[src/tsdb_defs.svh]
`ifndef TSDB_DEFS_SVH
`define TSDB_DEFS_SVH

// ****************************************
// register word offsets (avalon word address)
// ****************************************
`define TSDB_OFF_SENSE0 3'h0
`define TSDB_OFF_SENSE3 3'h3
`define TSDB_OFF_CTRL 3'h4
`define TSDB_OFF_STAT 3'h5

// ****************************************
// control register fields
// ****************************************
`define TSDB_CTRL_CLR_BIT 0
`define TSDB_CTRL_CART_BIT 1

// ****************************************
// sense record layout
// ****************************************
`define TSDB_B0_LOW7 7'h70
`define TSDB_B1_VAL 8'h00
`define TSDB_ADD_LEN 8'h08
`define TSDB_REC_LAST 4'hf
`define TSDB_DEF_ALLOC 8'h04

// ****************************************
// sense keys
// ****************************************
`define TSDB_KEY_NONE 4'h0
`define TSDB_KEY_RECOV 4'h1
`define TSDB_KEY_NREADY 4'h2
`define TSDB_KEY_MEDIA 4'h3
`define TSDB_KEY_HW 4'h4
`define TSDB_KEY_ILLEGAL 4'h5
`define TSDB_KEY_UATTN 4'h6
`define TSDB_KEY_PROTECT 4'h7
`define TSDB_KEY_BLANK 4'h8
`define TSDB_KEY_OVFL 4'hd

// ****************************************
// reset values, limits, bus answers
// ****************************************
`define TSDB_UA_RST 8'hff
`define TSDB_POR_RST 1'b1
`define TSDB_RETRY_LIMIT 5'h10
`define TSDB_RESP_OK 2'h0
`define TSDB_RESP_SLVERR 2'h2

`endif

[src/tsdb_pkg.sv]
package tsdb_pkg;

    // ****************************************
    // sense transfer states
    // ****************************************
    typedef enum logic [2:0]
    {
        ST_IDLE = 3'b001,
        ST_SEND = 3'b010,
        ST_DONE = 3'b100
    } tsdb_state_e;

    // ****************************************
    // status returned for a command
    // ****************************************
    typedef enum logic [1:0]
    {
        STAT_GOOD = 2'h0,
        STAT_CHECK = 2'h1,
        STAT_BUSY = 2'h2
    } tsdb_status_e;

endpackage

[src/tsdb_sense_builder.sv]
`timescale 1ns/100ps
`include "tsdb_defs.svh"

module tsdb_sense_builder
(
    // clock, reset, enable
    input wire logic SYS_CLK_I,
    input wire logic RST_N_I,
    input wire logic CLK_EN_I,
    // avalon-mm slave
    input wire logic [2:0] AVS_ADDRESS_I,
    input wire logic AVS_READ_I,
    input wire logic AVS_WRITE_I,
    input wire logic [31:0] AVS_WRITEDATA_I,
    input wire logic [3:0] AVS_BYTEENABLE_I,
    output logic [31:0] AVS_READDATA_O,
    output logic AVS_WAITREQUEST_O,
    output logic [1:0] AVS_RESPONSE_O,
    // command arrival and answer
    input wire logic CMD_VALID_I,
    input wire logic [2:0] CMD_HOST_I,
    input wire logic CMD_SENSE_I,
    input wire logic [7:0] CMD_ALLOC_I,
    output logic CMD_DONE_O,
    output tsdb_pkg::tsdb_status_e CMD_STATUS_O,
    output logic CMD_EXEC_O,
    // sense byte stream
    output logic SENSE_VALID_O,
    output logic [7:0] SENSE_DATA_O,
    output logic SENSE_LAST_O,
    input wire logic SENSE_READY_I,
    // drive and controller events
    input wire logic BUS_RESET_I,
    input wire logic CART_CHANGE_I,
    input wire logic FILEMARK_I,
    input wire logic EOM_WARN_I,
    input wire logic LAST_TRACK_I,
    input wire logic NO_CART_I,
    input wire logic WRPROT_I,
    input wire logic BLOCK_FAIL_I,
    input wire logic BLOCK_MISS_I,
    input wire logic BLOCK_OK_I,
    input wire logic ERASED_I,
    input wire logic AT_BOM_I,
    input wire logic PARITY_ERR_I,
    input wire logic RETRY_I,
    input wire logic UNDERRUN_I,
    input wire logic [7:0] TRACK_I,
    input wire logic [7:0] BLOCKS_TO_GO_I,
    input wire logic RESID_LOAD_I,
    input wire logic [31:0] RESID_COUNT_I,
    // check sources
    input wire logic CHECK_REQ_I,
    input wire logic [3:0] CHECK_KEY_I,
    input wire logic ILLEGAL_DATA_I,
    input wire logic ILLEGAL_CDB_I,
    input wire logic CDB_DONE_I,
    input wire logic BLANK_I,
    input wire logic VOL_OVFL_I,
    input wire logic WRITE_TRY_I,
    // check and reset results
    output logic CHECK_O,
    output logic CLR_RESERVE_O
);
    import tsdb_pkg::*;

    // ****************************************
    // byte pick from the 16-byte record
    // ****************************************
    function automatic logic [7:0] rec_byte(input logic [127:0] rec, input logic [7:0] idx);
        logic [3:0] pos;
        pos = `TSDB_REC_LAST - idx[3:0];
        rec_byte = (idx[7:4] != 4'h0) ? 8'h00 : rec[{pos, 3'b000} +: 8];
    endfunction

    // ****************************************
    // state
    // ****************************************
    tsdb_state_e st_r, st_nxt;
    logic pend_r, pend_nxt;
    logic [2:0] owner_r, owner_nxt;
    logic [2:0] cur_host_r;
    logic [7:0] ua_r, ua_nxt;
    logic [3:0] key_r, key_nxt;
    logic valid_r, fm_r, eom_r, unr_r, bnf_r, erase_r, par_r, por_r;
    logic nocart_r, wp_r, bom_r;
    logic [31:0] resid_r;
    logic [15:0] retry_r, urun_r;
    logic [7:0] track_r, btg_r;
    logic [4:0] fail_cnt_r, miss_cnt_r;
    logic cdb_bad_r;
    logic [7:0] idx_r, len_r;
    logic sense_own_r;
    logic wait_r;
    logic [31:0] rdata_r;
    logic [1:0] resp_r;
    logic done_r, exec_r, sval_r, slast_r, chk_r, clrres_r;
    tsdb_status_e stat_r;
    logic [7:0] sdata_r;

    // ****************************************
    // command decode
    // ****************************************
    wire logic cmd_take_w = CMD_VALID_I & (st_r == ST_IDLE);
    wire logic busy_w = pend_r & (CMD_HOST_I != owner_r);
    wire logic ua_hit_w = ua_r[CMD_HOST_I] & ~busy_w;
    wire logic ua_chk_w = cmd_take_w & ua_hit_w & ~CMD_SENSE_I;
    wire logic sense_go_w = cmd_take_w & ~busy_w & CMD_SENSE_I;
    wire logic exec_go_w = cmd_take_w & ~busy_w & ~ua_hit_w & ~CMD_SENSE_I;
    wire logic [7:0] ua_bit_w = 8'h01 << CMD_HOST_I;

    // ****************************************
    // avalon decode
    // ****************************************
    wire logic acc_w = AVS_READ_I | AVS_WRITE_I;
    wire logic commit_w = AVS_WRITE_I & ~wait_r;
    wire logic ctrl_wr_w = commit_w & (AVS_ADDRESS_I == `TSDB_OFF_CTRL) & AVS_BYTEENABLE_I[0];
    wire logic sw_clr_w = ctrl_wr_w & AVS_WRITEDATA_I[`TSDB_CTRL_CLR_BIT];
    wire logic sw_cart_w = ctrl_wr_w & AVS_WRITEDATA_I[`TSDB_CTRL_CART_BIT];
    wire logic sense_sel_w = AVS_ADDRESS_I <= `TSDB_OFF_SENSE3;
    wire logic mapped_w = sense_sel_w | (AVS_ADDRESS_I == `TSDB_OFF_CTRL) | (AVS_ADDRESS_I == `TSDB_OFF_STAT);

    // ****************************************
    // record clear and check sources
    // ****************************************
    wire logic own_done_w = (st_r == ST_DONE) & sense_own_r;
    wire logic clr_w = sw_clr_w | own_done_w | (exec_go_w & pend_r);
    wire logic unr_ev_w = BLOCK_FAIL_I & (fail_cnt_r == (`TSDB_RETRY_LIMIT - 5'h01));
    wire logic bnf_ev_w = BLOCK_MISS_I & (miss_cnt_r == (`TSDB_RETRY_LIMIT - 5'h01));
    wire logic prot_ev_w = WRITE_TRY_I & wp_r;
    // bad data at once, bad cdb at end
    wire logic ill_ev_w = ILLEGAL_DATA_I | (CDB_DONE_I & (cdb_bad_r | ILLEGAL_CDB_I));
    wire logic int_chk_w = CHECK_REQ_I | unr_ev_w | bnf_ev_w | prot_ev_w | ill_ev_w | BLANK_I | VOL_OVFL_I;
    wire logic [3:0] int_key_w =
        ill_ev_w ? `TSDB_KEY_ILLEGAL :
        prot_ev_w ? `TSDB_KEY_PROTECT :
        (unr_ev_w | bnf_ev_w) ? `TSDB_KEY_MEDIA :
        BLANK_I ? `TSDB_KEY_BLANK :
        VOL_OVFL_I ? `TSDB_KEY_OVFL : CHECK_KEY_I;
    wire logic chk_set_w = ua_chk_w | int_chk_w;

    // ****************************************
    // record next values, set wins over clear
    // ****************************************
    assign pend_nxt = chk_set_w | (pend_r & ~clr_w);
    assign owner_nxt = ua_chk_w ? CMD_HOST_I : int_chk_w ? cur_host_r : owner_r;
    assign key_nxt = (BUS_RESET_I | ua_chk_w) ? `TSDB_KEY_UATTN :
                     int_chk_w ? int_key_w :
                     clr_w ? `TSDB_KEY_NONE : key_r;
    assign ua_nxt = (BUS_RESET_I | CART_CHANGE_I | sw_cart_w) ? `TSDB_UA_RST :
                    (cmd_take_w & ua_hit_w) ? (ua_r & ~ua_bit_w) : ua_r;

    // ****************************************
    // record image
    // ****************************************
    wire logic [127:0] rec_w =
    {
        valid_r, `TSDB_B0_LOW7,
        `TSDB_B1_VAL,
        fm_r, eom_r, 2'b00, key_r,
        resid_r,
        `TSDB_ADD_LEN,
        1'b0, nocart_r, 1'b0, wp_r, eom_r, unr_r, bnf_r, fm_r,
        2'b00, erase_r, 1'b0, bom_r, par_r, 1'b0, por_r,
        retry_r, urun_r,
        track_r, btg_r
    };

    // ****************************************
    // register read mux
    // ****************************************
    wire logic [31:0] sense_word_w;
    genvar g;
    generate
        for (g = 0; g < 4; g = g + 1)
        begin : g_lane
            assign sense_word_w[8*g +: 8] = rec_byte(rec_w, {4'h0, AVS_ADDRESS_I[1:0], 2'(g)});
        end
    endgenerate
    wire logic [31:0] stat_word_w = {16'h0000, ua_r, 3'b000, (st_r != ST_IDLE), owner_r, pend_r};
    wire logic [31:0] rd_w = sense_sel_w ? sense_word_w :
                             (AVS_ADDRESS_I == `TSDB_OFF_STAT) ? stat_word_w : 32'h0000_0000;

    // ****************************************
    // sense stream next state
    // ****************************************
    wire logic step_w = sval_r & SENSE_READY_I;
    wire logic [7:0] len_w = (CMD_ALLOC_I == 8'h00) ? `TSDB_DEF_ALLOC : CMD_ALLOC_I;
    always_comb
    begin
        st_nxt = st_r;
        case (st_r)
            ST_IDLE:
            begin
                if (sense_go_w)
                begin
                    st_nxt = ST_SEND;
                end
            end
            ST_SEND:
            begin
                if (step_w & slast_r)
                begin
                    st_nxt = ST_DONE;
                end
            end
            ST_DONE:
            begin
                st_nxt = ST_IDLE;
            end
            default:
            begin
                st_nxt = ST_IDLE;
            end
        endcase
    end

    // ****************************************
    // avalon slave
    // ****************************************
    always_ff @(posedge SYS_CLK_I)
    begin
        if (!RST_N_I)
        begin
            wait_r <= 1'b1;
            rdata_r <= 32'h0000_0000;
            resp_r <= `TSDB_RESP_OK;
        end
        else if (CLK_EN_I)
        begin
            wait_r <= ~(acc_w & wait_r);
            if (acc_w & wait_r)
            begin
                rdata_r <= AVS_READ_I ? rd_w : 32'h0000_0000;
                resp_r <= mapped_w ? `TSDB_RESP_OK : `TSDB_RESP_SLVERR;
            end
        end
    end

    // ****************************************
    // record control
    // ****************************************
    always_ff @(posedge SYS_CLK_I)
    begin
        if (!RST_N_I)
        begin
            pend_r <= 1'b0;
            owner_r <= 3'h0;
            cur_host_r <= 3'h0;
            ua_r <= `TSDB_UA_RST;
            key_r <= `TSDB_KEY_UATTN;
            cdb_bad_r <= 1'b0;
        end
        else if (CLK_EN_I)
        begin
            pend_r <= pend_nxt;
            owner_r <= owner_nxt;
            cur_host_r <= cmd_take_w ? CMD_HOST_I : cur_host_r;
            ua_r <= ua_nxt;
            key_r <= key_nxt;
            cdb_bad_r <= (cdb_bad_r | ILLEGAL_CDB_I) & ~CDB_DONE_I;
        end
    end

    // ****************************************
    // sticky flags
    // ****************************************
    always_ff @(posedge SYS_CLK_I)
    begin
        if (!RST_N_I)
        begin
            {valid_r, fm_r, eom_r, unr_r, bnf_r, erase_r, par_r} <= 7'h00;
            por_r <= `TSDB_POR_RST;
            resid_r <= 32'h0000_0000;
        end
        else if (CLK_EN_I)
        begin
            valid_r <= RESID_LOAD_I | (valid_r & ~clr_w);
            resid_r <= RESID_LOAD_I ? RESID_COUNT_I : (clr_w ? 32'h0000_0000 : resid_r);
            fm_r <= FILEMARK_I | (fm_r & ~clr_w);
            eom_r <= (EOM_WARN_I & LAST_TRACK_I) | (eom_r & ~clr_w);
            unr_r <= unr_ev_w | (unr_r & ~clr_w);
            bnf_r <= bnf_ev_w | (bnf_r & ~clr_w);
            erase_r <= ERASED_I | (erase_r & ~clr_w);
            par_r <= PARITY_ERR_I | (par_r & ~clr_w);
            por_r <= BUS_RESET_I | (por_r & ~clr_w);
        end
    end

    // ****************************************
    // counters and live drive state
    // ****************************************
    always_ff @(posedge SYS_CLK_I)
    begin
        if (!RST_N_I)
        begin
            retry_r <= 16'h0000;
            urun_r <= 16'h0000;
            fail_cnt_r <= 5'h00;
            miss_cnt_r <= 5'h00;
            {nocart_r, wp_r, bom_r} <= 3'b000;
            track_r <= 8'h00;
            btg_r <= 8'h00;
        end
        else if (CLK_EN_I)
        begin
            retry_r <= (RETRY_I & (retry_r != 16'hffff)) ? retry_r + 16'h0001 : (clr_w ? 16'h0000 : retry_r);
            urun_r <= (UNDERRUN_I & (urun_r != 16'hffff)) ? urun_r + 16'h0001 : (clr_w ? 16'h0000 : urun_r);
            fail_cnt_r <= (BLOCK_OK_I | unr_ev_w) ? 5'h00 : fail_cnt_r + {4'h0, BLOCK_FAIL_I};
            miss_cnt_r <= (BLOCK_OK_I | bnf_ev_w) ? 5'h00 : miss_cnt_r + {4'h0, BLOCK_MISS_I};
            {nocart_r, wp_r, bom_r} <= {NO_CART_I, WRPROT_I, AT_BOM_I};
            track_r <= TRACK_I;
            btg_r <= BLOCKS_TO_GO_I;
        end
    end

    // ****************************************
    // sense stream and command answers
    // ****************************************
    always_ff @(posedge SYS_CLK_I)
    begin
        if (!RST_N_I || (CLK_EN_I && BUS_RESET_I))
        begin
            st_r <= ST_IDLE;
            {idx_r, len_r} <= 16'h0000;
            {sval_r, slast_r, sense_own_r} <= 3'b000;
            sdata_r <= 8'h00;
        end
        else if (CLK_EN_I)
        begin
            st_r <= st_nxt;
            if (sense_go_w)
            begin
                idx_r <= 8'h00;
                len_r <= len_w;
                sval_r <= 1'b1;
                sdata_r <= rec_byte(rec_w, 8'h00);
                slast_r <= (len_w == 8'h01);
                sense_own_r <= pend_r & (owner_r == CMD_HOST_I);
            end
            else if (step_w)
            begin
                idx_r <= idx_r + 8'h01;
                sval_r <= ~slast_r;
                sdata_r <= rec_byte(rec_w, idx_r + 8'h01);
                slast_r <= (idx_r + 8'h02 == len_r);
            end
        end
    end

    always_ff @(posedge SYS_CLK_I)
    begin
        if (!RST_N_I)
        begin
            {done_r, exec_r, chk_r, clrres_r} <= 4'h0;
            stat_r <= STAT_GOOD;
        end
        else if (CLK_EN_I)
        begin
            done_r <= (cmd_take_w & (busy_w | ua_hit_w) & ~CMD_SENSE_I) | (st_r == ST_DONE);
            stat_r <= (cmd_take_w & busy_w) ? STAT_BUSY : ua_chk_w ? STAT_CHECK :
                      (st_r == ST_DONE) ? STAT_GOOD : stat_r;
            exec_r <= exec_go_w;
            chk_r <= int_chk_w;
            clrres_r <= BUS_RESET_I;
        end
    end

    // ****************************************
    // outputs
    // ****************************************
    assign AVS_READDATA_O = rdata_r;
    assign AVS_WAITREQUEST_O = wait_r;
    assign AVS_RESPONSE_O = resp_r;
    assign CMD_DONE_O = done_r;
    assign CMD_STATUS_O = stat_r;
    assign CMD_EXEC_O = exec_r;
    assign SENSE_VALID_O = sval_r;
    assign SENSE_DATA_O = sdata_r;
    assign SENSE_LAST_O = slast_r;
    assign CHECK_O = chk_r;
    assign CLR_RESERVE_O = clrres_r;

endmodule

[config.mk]
export PLATFORM = sky130hd
export DESIGN_NAME = tsdb_sense_builder
export DESIGN_NICKNAME = d
export VERILOG_FILES = /design/src/tsdb_pkg.sv /design/src/tsdb_sense_builder.sv
export VERILOG_INCLUDE_DIRS = /design/src
export SDC_FILE = /design/constraint.sdc
export NUM_CORES = 1
export LEC_CHECK = 0
export BUFFER_PORTS_ARGS = -buffer_cell sky130_fd_sc_hd__buf_2
export CAP_MARGIN = 20
export CORE_MARGIN = 3
export CORE_UTILIZATION = 40
export CTS_BUF_LIST = sky130_fd_sc_hd__clkbuf_16
export DETAILED_ROUTE_END_ITERATION = 8
export SKIP_CTS_REPAIR_TIMING = 1
export SYNTH_ARGS = -nofsm -noshare
export SYNTH_HDL_FRONTEND = slang
export SYNTH_SLANG_ARGS = --single-unit
[constraint.sdc]
create_clock -name SYS_CLK_I -period 5.2 [get_ports SYS_CLK_I]
set_input_delay 1.56 -clock SYS_CLK_I [delete_from_list [all_inputs] [get_ports SYS_CLK_I]]
set_output_delay 1.56 -clock SYS_CLK_I [all_outputs]
set_load 0.1 [all_outputs]
# Yosys cells after proc, flatten, opt, wreduce, memory -nomap -nowiden
# Cells that the tools add are included.
[op_classes]
n_addsub = 11
n_mul = 0
n_div = 0
magnitude_cmp = 2
eq_ne = 16
shift = 6
mux = 41
n_bitwise = 81
reduce_logical = 25
[op_table]
columns = ["operator", "n"]
rows = [
  ["$shiftx 128x8->8", 5],
  ["$mux 32", 4],
  ["$mux 16", 4],
  ["$mux 8", 8],
  ["$and 1x1->1", 40],
  ["$add 16x1->16 const B", 2],
  ["$mux 4", 8],
  ["$ne 16x16->1 const B", 2],
  ["$or 1x1->1", 31],
  ["$reduce_and 2->1", 11],
  ["$sub 4x4->4 const A", 5],
  ["$mux 3", 4],
  ["$reduce_bool 2->1", 6],
  ["$add 5x1->5", 2],
  ["$eq 5x4->1 const B", 2],
  ["$mux 5", 2],
  ["$eq 3x3->1 const B", 3],
  ["$add 8x1->8 const B", 1],
  ["$add 8x2->8 const B", 1],
  ["$and 8x8->8", 1],
  ["$eq 8x1->1 const B", 1],
  ["$eq 8x8->1", 1],
  ["$logic_not 8->1", 1],
  ["$mux 2", 4],
  ["20 further kinds", 33],
]
[word_totals]
register_bits = 192
latch_bits = 0
ram_bits = 0
romBits = 0
in_bits = 133
n_memories = 0

# Depth between registers and ports, before layout
# Gate-level depths: netlist of the first run.
[depth]
depth_word = 12
depth_mapped = 10
mapped_depth_nobuf = 7

# Worst setup path before layout of the first run
# No wires, ideal clock.
[synth_path]
path_type = "input to register"
start = "input port CMD_HOST_I[1]"
end = "register retry_r[11]"
setup_time_ns = 0.070
arrival_ns = 3.477
slack_ns = 1.653
stages = 9
path_cell_list = "buf_6 -> mux4_2 -> mux2i_4 -> and3_1 -> buf_4 -> o31ai_2 -> buf_6 -> or4_1 -> a21oi_1"
[synth_via]
elab_chain_cells = 11
elab_cells_between_ends = 14
classes_between = "eq/ne (1); mux (2); bitwise (9); reduce/logical (2)"
[synth_lines]
columns = ["element", "line", "source"]
rows = [
  ["start, declared", "tsdb_sense_builder.sv:21", "input wire logic [2:0] CMD_HOST_I,"],
  ["branches (longest 5 deep; another with $bmux 1 s3)", "--", ""],
  ["$and 1x1->1 * (2 in a row)", "tsdb_sense_builder.sv:109", "wire logic exec_go_w = cmd_take_w & ~busy_w & ~ua_hit_w & ~CMD_SENSE_I;"],
  ["$and 1x1->1 *", "tsdb_sense_builder.sv:127", "wire logic clr_w = sw_clr_w | own_done_w | (exec_go_w & pend_r);"],
  ["$or 1x1->1 *", "tsdb_sense_builder.sv:127", ""],
  ["$reduce_bool 2->1 (no line) *", "--", ""],
  ["$reduce_and 2->1 (no line) *", "--", ""],
  ["end signal, assigned", "tsdb_sense_builder.sv:307", "retry_r <= (RETRY_I & (retry_r != 16'hffff)) ? retry_r + 16'h0001 : (clr_w ? 16'h0000 : retry_r);"],
  ["end, declared", "tsdb_sense_builder.sv:88", "logic [15:0] retry_r, urun_r;"],
]
# Mark *: on every way between the ends. The select of a mux whose other input is x is not followed.
# A chain may end at the register's enable or synchronous reset.

# Worst setup path after layout of the first run
[layout_path]
start = "input port CMD_HOST_I[1]"
end = "register retry_r[15]"
# The elaborated chain is that of the path after synthesis.

==> PnR_summary.wiki, run 1 <==
{| class="wikitable"
! Metric !! Value
|-
| VDD IR max || 0.186 mV
|-
| Synthesis-to-finish area growth || 16.7%
|-
| Skew-Pair Late Insertion Delay || 0.45 ns
|-
| Antenna violations before repair || 0
|-
| Count of input and output buffers || 149
|-
| Synthesis Warnings || 0
|-
| Vias in the first global route || 8,237
|-
| Reg-to-Reg End || SENSE_DATA_O[6]
|-
| Post-layout nets || about 1,300
|-
| Share of total power in sequential cells || 48.0%
|-
| Max cap viols || 0
|-
| Fillcell total || around 2,300
|-
| Pin count of the biggest net entering global routing || 71
|-
| DR vias || 8,851
|-
| Grt ovf || 0
|-
| Unrepaired setup endpoints after global routing || no
|-
| Category of the worst setup path capture point || flip-flop
|-
| Vias per cell || 5.80
|-
| Non-Filler Instances || 1,527
|-
| Area occupied by multi-input gates || 5310 um^2
|-
| Register cell area after layout || 3820 um^2
|-
| Count of cell types in the netlist || 69
|-
| Layout cell share with drive strength beyond 1 || 21.5%
|-
| Critical Setup Path Class || input port to flip-flop
|-
| Total internal power || approximately 2.3 mW
|-
| Switching power as a share of total power || between 20% and 30%
|-
| Maximum buffer depth of the clock tree || 2
|-
| Largest area contributor in the synthesized netlist || sky130_fd_sc_hd__dfxtp_1
|-
| CP max-delay cell || sky130_fd_sc_hd__and3_1
|-
| Floorplan die width || 160 um
|-
| Crit path time final || 3.69 ns
|-
| Number of register bits inferred by synthesis || 191
|-
| Synthesized area per cell || 8.72 um^2
|-
| Setup slack of the most critical reg-to-reg path || 2.20 ns
|-
| Number of cells traversed by the worst register-to-register path || 6
|-
| Cell Area, Synth || ~9500 um^2
|-
| Diodes inserted || 0
|-
| Required time at the worst-slack endpoint || 5.58 ns
|-
| Type of origin of the critical path || input port
|-
| Total count of max-transition violations in the final report || 0
|-
| Biggest cell delay along the critical path || between 0.5 and 0.6 ns
|-
| Maximum fanout encountered on the critical timing path || 11
|-
| NetSw || a little over 900 uW
|-
| Worst endpoint data arrival time || 4.06 ns
|-
| Largest clock skew in the final design || 0.0139 ns
|-
| Row cnt || 55
|-
| Hold WC Path Type || flip-flop to flip-flop
|-
| Outcome || finished, final reports clean
|-
| Cells after Synth || 1,090
|-
| Number of detailed-route iterations in the first pass || 7
|-
| Fmax achieved || 271 MHz
|-
| Iter 0 DRT Violations || 966
|-
| Effective utilization at floorplan || 41.3%
|-
| Count of H-tree levels built during CTS || 4
|-
| Detailed placer's ending HPWL || between 20,000 and 25,000 um
|-
| Gr usage total || 23.9%
|-
| Share of synthesized registers carrying an async set or reset || 0%
|-
| Crit path capture || retry_r[15]
|-
| Area contributors post-synth || sky130_fd_sc_hd__dfxtp_1 (40%), sky130_fd_sc_hd__nor2_1 (6.2%), sky130_fd_sc_hd__mux4_2 (5.5%), sky130_fd_sc_hd__mux2i_1 (5.2%), sky130_fd_sc_hd__a22oi_1 (5.0%)
|-
| Synthesized Nets || 1,231
|-
| Hold Fails Final Rpt || 0
|-
| Total Die Area || 25,600 um^2
|-
| Count of pins on the block boundary || 184
|-
| Cell type group with the largest total delay on the critical path || simple AND/OR/NAND/NOR gates
|-
| Number of DRC violations after detailed routing || 0
|-
| Post-detailed-route count of antenna-violating nets || 0
|-
| Total buffers and inverters traversed by the critical path || 1
|-
| Clock buffer count from CTS || 17
|-
| First-pass GRT wire length || 48,300 um
|-
| Beginning of the critical path || CMD_HOST_I[1]
|-
| Number of enable flip-flop cells after synthesis || 0
|-
| Critical path cell sequence || buf_2 -> mux4_2 -> mux2i_4 -> and3_1 -> o31ai_2 -> or4_1 -> a21oi_1
|-
| Worst-margin pin slew || 0.988 ns
|-
| Most used DFF post-synth || sky130_fd_sc_hd__dfxtp_1
|-
| Static power due to leakage || 4.32 nW
|-
| Post-route clock period utilization || 70.9%
|-
| Portion of the post-synthesis area used by sequential elements || about two fifths
|-
| Placeable Area || 23,000 um^2
|-
| Power share of the clock group || 40.7%
|-
| Origin of the critical flop-to-flop path || idx_r[1]
|-
| Area fraction of the dominant cell type after synthesis || between 40% and 50%
|-
| Chip Height || between 150 and 200 um
|-
| TritonCTS sink count || 191
|-
| Power density cells || 292 nW/um^2
|-
| Wire length per cell after detailed routing || just over 20 um
|-
| Number of setup violations in the final report || 0
|-
| Placer's final routability congestion estimate || 0.955
|-
| Clock Root Buffer || sky130_fd_sc_hd__clkbuf_16
|-
| Clock edge transition at the registers on the reported setup and hold paths || 0.07 ns
|-
| Placed cell count || between 1,000 and 1,500
|-
| Setup total negative slack || 0 ns
|-
| Combinational fraction of design power || between 10% and 20%
|-
| Tightest slew margin relative to the limit || 33.6%
|-
| Critical Path Stages || 7
|-
| CTS tree || yes
|-
| Post-Route WL || 30,800 um
|}
==> metrics by stage <==
| stage | total power [mW] | hold WS, ns | utilization, % | worst slack [ns] | cell area [um^2] |
|---|---|---|---|---|---|
| after floorplan | 1.82 | 0.433 | - | 1.65 | 9500 |
| after global placement | 1.95 | 0.442 | 45.7 | 1.07 | 10500 |
| after detailed placement | 1.95 | 0.445 | 45.7 | 1.07 | 10500 |
| after CTS | 3.25 | 0.455 | 48.2 | 1.52 | 11100 |
| after global routing | 3.35 | 0.480 | 48.2 | 1.38 | 11100 |
| final | 3.23 | 0.453 | 48.2 | 1.51 | 11100 |
==> worst register-to-register path, cell delays in order (launching register included) <==
cell and delay (ns):
sky130_fd_sc_hd__dfxtp_1 0.38, sky130_fd_sc_hd__ha_1 0.82, sky130_fd_sc_hd__buf_4 0.45, sky130_fd_sc_hd__mux4_2 0.35, sky130_fd_sc_hd__mux4_2 0.54, sky130_fd_sc_hd__a221oi_1 0.26, sky130_fd_sc_hd__nor2_1 0.06
==> power groups by stage <==
| stage | clock network [mW] | registers, mW | logic, mW |
|---|---|---|---|
| after global routing | 1.39 | 1.56 | 0.398 |
| after global placement | 0 | 1.58 | 0.361 |
| after floorplan | 0 | 1.62 | 0.196 |
| after CTS | 1.33 | 1.55 | 0.365 |
| final | 1.32 | 1.55 | 0.365 |
| after detailed placement | 0 | 1.58 | 0.363 |
==> synthesized netlist by cell type (9+ instances only) <==
library cell	n
sky130_fd_sc_hd__dfxtp_1	191
sky130_fd_sc_hd__nor2_1	157
sky130_fd_sc_hd__nand2_1	88
sky130_fd_sc_hd__a21oi_1	75
sky130_fd_sc_hd__clkbuf_1	67
sky130_fd_sc_hd__a22oi_1	63
sky130_fd_sc_hd__o21ai_0	60
sky130_fd_sc_hd__mux2i_1	49
sky130_fd_sc_hd__nand3_1	38
sky130_fd_sc_hd__mux4_2	23
sky130_fd_sc_hd__or3_1	22
sky130_fd_sc_hd__mux2_2	20
sky130_fd_sc_hd__xor2_1	19
sky130_fd_sc_hd__inv_1	15
sky130_fd_sc_hd__nor3_1	15
sky130_fd_sc_hd__nand4_1	14
sky130_fd_sc_hd__a222oi_1	12
sky130_fd_sc_hd__a22o_1	11
sky130_fd_sc_hd__o31ai_1	10
sky130_fd_sc_hd__xnor2_1	10
sky130_fd_sc_hd__a31oi_1	9
==> final cells by class <==
type	instances	area share, %
Clock inverter	15	1.41
Timing Repair Buffer	173	8.33
Inverter	15	0.519
Clock buffer	17	3.84
Tap cell	313	3.53
Sequential cell	191	34.5
Multi-Input combinational cell	803	47.9
==> sequential cells by signal (all words and copies together), names as in the netlist, 16 cells and up <==
register	count
retry_r	16
resid_r	32
urun_r	16
AVS_READDATA_O	32
==> worst min-delay path by stage <==
stage | startpoint | endpoint | slack [ns] | depth (start not counted)
5_1_grt | CLR_RESERVE_O | CLR_RESERVE_O | 0.48 | 2
6_report | CLR_RESERVE_O | CLR_RESERVE_O | 0.45 | 2
4_1_cts | CLR_RESERVE_O | CLR_RESERVE_O | 0.45 | 2
2_1_floorplan | por_r | por_r | 0.43 | 2
3_5_place_dp | CLR_RESERVE_O | CLR_RESERVE_O | 0.44 | 2
3_3_place_gp | cur_host_r[1] | cur_host_r[1] | 0.44 | 2
==> metal layers <==
layer	track usage, %	wire length (um)	up-vias
met5	0	0	-
met4	6.31	673	0
met3	4.02	2270	47
met2	37.0	13700	349
met1	34.5	14100	4213
li1	-	-	4242
==> logic make-up (layout without fill, tap and decap cells) <==
family,after synthesis,in the layout,share of synthesized area [%]
buf+inv,96,220,4.08
other cells,1,1,0.0395
flops,191,191,40.2
xor+xnor,29,29,2.67
fa+ha+maj,8,8,1.05
simple gates,384,384,18.7
compound gates,288,288,20.0
mux,93,93,13.2
==> layout by cell type (no fill, tap or decap), drive strengths merged, types with 8 or more instances in the layout <==
| cell | count |
|---|---|
| nand2 | 88 |
| a222oi | 12 |
| clkbuf | 18 |
| a22o | 11 |
| o31ai | 11 |
| xnor2 | 10 |
| nor2 | 157 |
| nand4 | 14 |
| nand3 | 39 |
| nor3 | 15 |
| ha | 8 |
| o21ai | 63 |
| a31oi | 9 |
| buf | 172 |
| or3 | 22 |
| xor2 | 19 |
| dfxtp | 191 |
| mux2i | 50 |
| inv | 21 |
| mux2 | 20 |
| mux4 | 23 |
| a21oi | 75 |
| a22oi | 63 |
| nor2b | 8 |
No activity file was read; power rests on OpenSTA's default activity.
==> run 2, diff against run 1 <==
Clock period 5.2 ns to 3.2 ns, I/O delays scaled along.
==> run 2 against run 1 <==
  * Combinational power up 67%
  * Sequential cell count stayed put
  * Largest cell class unchanged
  * Clock skew shrank 0.0054 ns
  * Clock power is 62% higher
  * Setup slack got worse by 0.99 ns
  * Utilization increased by 1.2 points
  * Count of clock-buffer cells in the layout unchanged
  * Highest routed layer is now met5
  * Critical path type unchanged
  * Cell area increased by 2.6%
==> PnR_summary.wiki, run 2 (synthesized netlist as in run 1, its figures left out) <==
{| class="wikitable"
! Metric !! Value
|-
| Clock Root Buffer || sky130_fd_sc_hd__clkbuf_16
|-
| Chip Height || 160 um (unchanged)
|-
| Fmax achieved || 374 MHz
|-
| Vias per cell || 5.80 (about the same)
|-
| Minimum hold slack || 0.456 ns (+0.00241 ns)
|-
| Type of origin of the critical path || input port
|-
| Origin of the critical flop-to-flop path || urun_r[0]
|-
| Clock edge transition at the registers on the reported setup and hold paths || 0.08 ns (about the same)
|-
| Share of total power in sequential cells || 47.8% (-0.2 points)
|-
| Placeable Area || 23,000 um^2 (unchanged)
|-
| Gr usage total || 23.9% (+0.033 points)
|-
| Floorplan die width || 160 um (unchanged)
|-
| Setup total negative slack || 0 ns (unchanged)
|-
| Critical Setup Path Class || input port to flip-flop
|-
| End-of-flow core utilization || 49.5% (+1.2 points)
|-
| Wire length per cell after detailed routing || 19.9 um (-1.0%)
|-
| Combinational fraction of design power || 11.6% (+0.3 points)
|-
| DR vias || 9,027 (+2.0%)
|-
| Antenna violations before repair || 2 (+2)
|-
| Total internal power || 3.77 mW (+63%)
|-
| TritonCTS sink count || 191 (unchanged)
|-
| Total Die Area || 25,600 um^2 (unchanged)
|-
| Placer's final routability congestion estimate || 0.930 (-2.7%)
|-
| Power share of the clock group || 40.6% (about the same)
|-
| Grt ovf || 0 (unchanged)
|-
| Post-detailed-route count of antenna-violating nets || 0 (unchanged)
|-
| Count of pins on the block boundary || 184 (unchanged)
|-
| Number of detailed-route iterations in the first pass || 7 (unchanged)
|-
| Pin count of the biggest net entering global routing || 101 (+42%)
|-
| Row cnt || 55 (unchanged)
|-
| Detailed placer's ending HPWL || 23,200 um (+2.7%)
|-
| First-pass GRT wire length || 48,400 um (+0.17%)
|-
| Number of setup violations in the final report || 0 (unchanged)
|-
| Required time at the worst-slack endpoint || 3.54 ns (-2.04 ns)
|-
| CTS tree || yes
|-
| Worst endpoint data arrival time || 3.01 ns (-1.05 ns)
|-
| Beginning of the critical path || CMD_VALID_I
|-
| Max cap viols || 0 (unchanged)
|-
| Vias in the first global route || 8,323 (+1.0%)
|-
| Layout cell share with drive strength beyond 1 || 23.5% (+2.0 points)
|-
| Diodes inserted || 0 (unchanged)
|-
| Hold WC Path Type || flip-flop to flip-flop
|-
| VDD IR max || 0.235 mV (+27%)
|-
| CP max-delay cell || sky130_fd_sc_hd__o31ai_1
|-
| Placed cell area || 10,800 um^2 (+2.8%)
|-
| Iter 0 DRT Violations || 905 (-6.3%)
|-
| Power density cells || 464 nW/um^2 (+59%)
|-
| Worst-margin pin slew || 0.829 ns (-0.159 ns)
|-
| Minimum setup slack after placement || 0.120 ns (-0.951 ns)
|-
| Total count of max-transition violations in the final report || 0 (unchanged)
|-
| Clock buffer count from CTS || 17 (unchanged)
|-
| Post-route clock period utilization || a little over four fifths
|-
| Largest clock skew in the final design || 0.00851 ns (-0.00540 ns)
|-
| Critical path cell sequence || buf_2 -> nor4bb_1 -> buf_4 -> and3_1 -> and3_1 -> buf_12 -> o31ai_1 -> buf_4 -> xor2_1 -> nor2_1
|-
| Final Instance Area || 11,400 um^2 (+2.6%)
|-
| Count of input and output buffers || 149 (unchanged)
|-
| Biggest cell delay along the critical path || 0.64 ns (+0.08 ns)
|-
| Tightest slew margin relative to the limit || 44.5% (+11 points)
|-
| Synthesis-to-finish area growth || 19.7%
|-
| Outcome || finished, final reports clean
|-
| Hold Fails Final Rpt || 0 (unchanged)
|-
| Category of the worst setup path capture point || flip-flop
|-
| Crit path time final || 2.68 ns
|-
| Switching power as a share of total power || 28.6% (-0.065 points)
|-
| Maximum buffer depth of the clock tree || 2 (unchanged)
|-
| Effective utilization at floorplan || 41.3% (unchanged)
|-
| Skew-Pair Late Insertion Delay || 0.44 ns (about the same)
|-
| NetSw || 1.51 mW (+63%)
|-
| Post-layout nets || 1,372 (+2.2%)
|-
| Top library cells by usage in the layout, fill and taps aside || sky130_fd_sc_hd__dfxtp_1 (190), sky130_fd_sc_hd__nor2_1 (156), sky130_fd_sc_hd__buf_2 (149)
|-
| Most common library cell in the layout ignoring fill and taps || sky130_fd_sc_hd__dfxtp_1
|-
| Maximum fanout encountered on the critical timing path || 8 (-3)
|-
| Count of H-tree levels built during CTS || 4 (unchanged)
|-
| Final setup margin || 0.524 ns (-0.990 ns)
|-
| Unrepaired setup endpoints after global routing || no
|-
| Static power due to leakage || 4.48 nW (+3.8%)
|-
| Number of DRC violations after detailed routing || 0 (unchanged)
|-
| Launch point of the worst hold path || CLR_RESERVE_O
|-
| Post-Route WL || 31,000 um (+0.92%)
|}
run 2: changes by cell type in the layout (fill, tap and decap cells not counted), sizes merged:
cell	change
clkinv	-2
clkinvlp	+2
clkbuf	-1
buf	+31
run 2: per-stage QoR:
stage	instances	power (mW)
6_report	1557	5.27
5_1_grt	1557	5.47
4_1_cts	1557	5.30
3_5_place_dp	1525	3.18
3_3_place_gp	1525	3.18
2_1_floorplan	1090	2.95
run 2: worst paths after layout:
path         cells past startpoint       endpoint  slack, ns
min reg2reg                      2  CLR_RESERVE_O       0.46
min                              2  CLR_RESERVE_O       0.46
max                             10      urun_r[6]       0.52
max reg2reg                      8      urun_r[6]       0.54
run 2: cell type report:
cell class / count / area, um^2
multi-input cells: 803 / 5310
clock buffers: 17 / 425
well taps: 313 / 392
fillers: 2281 / 11600
inverters: 15 / 57.6
repair buffers: 203 / 1210
clock inverters: 15 / 153
flip-flops and latches: 191 / 3820
run 2: worst max-delay path, delay by kind of cell:
kind                   cells  cell delay (ns)
AND/OR/NAND/NOR            4             0.61
XOR/XNOR                   1             0.15
AO/OA/AOI/OAI              1             0.64
buffers and inverters      4             0.64
run 2: layer usage:
metal | vias to the layer above | global-route usage (%) | part of all wire [%]
met3 | 69 | 5.47 | 8.1
met4 | 4 | 9.11 | 3.4
met1 | 4273 | 32.9 | 44
li1 | 4301 | - | -
met2 | 380 | 36.6 | 44
met5 | - | 0 | 0.087
run 2: power groups by stage:
stage / Sequential [mW] / Clock [mW] / Combinational [mW]
6_report: 2.52 / 2.14 / 0.611
5_1_grt: 2.53 / 2.28 / 0.665
4_1_cts: 2.52 / 2.17 / 0.612
3_5_place_dp: 2.57 / 0 / 0.609
3_3_place_gp: 2.57 / 0 / 0.605
2_1_floorplan: 2.63 / 0 / 0.318
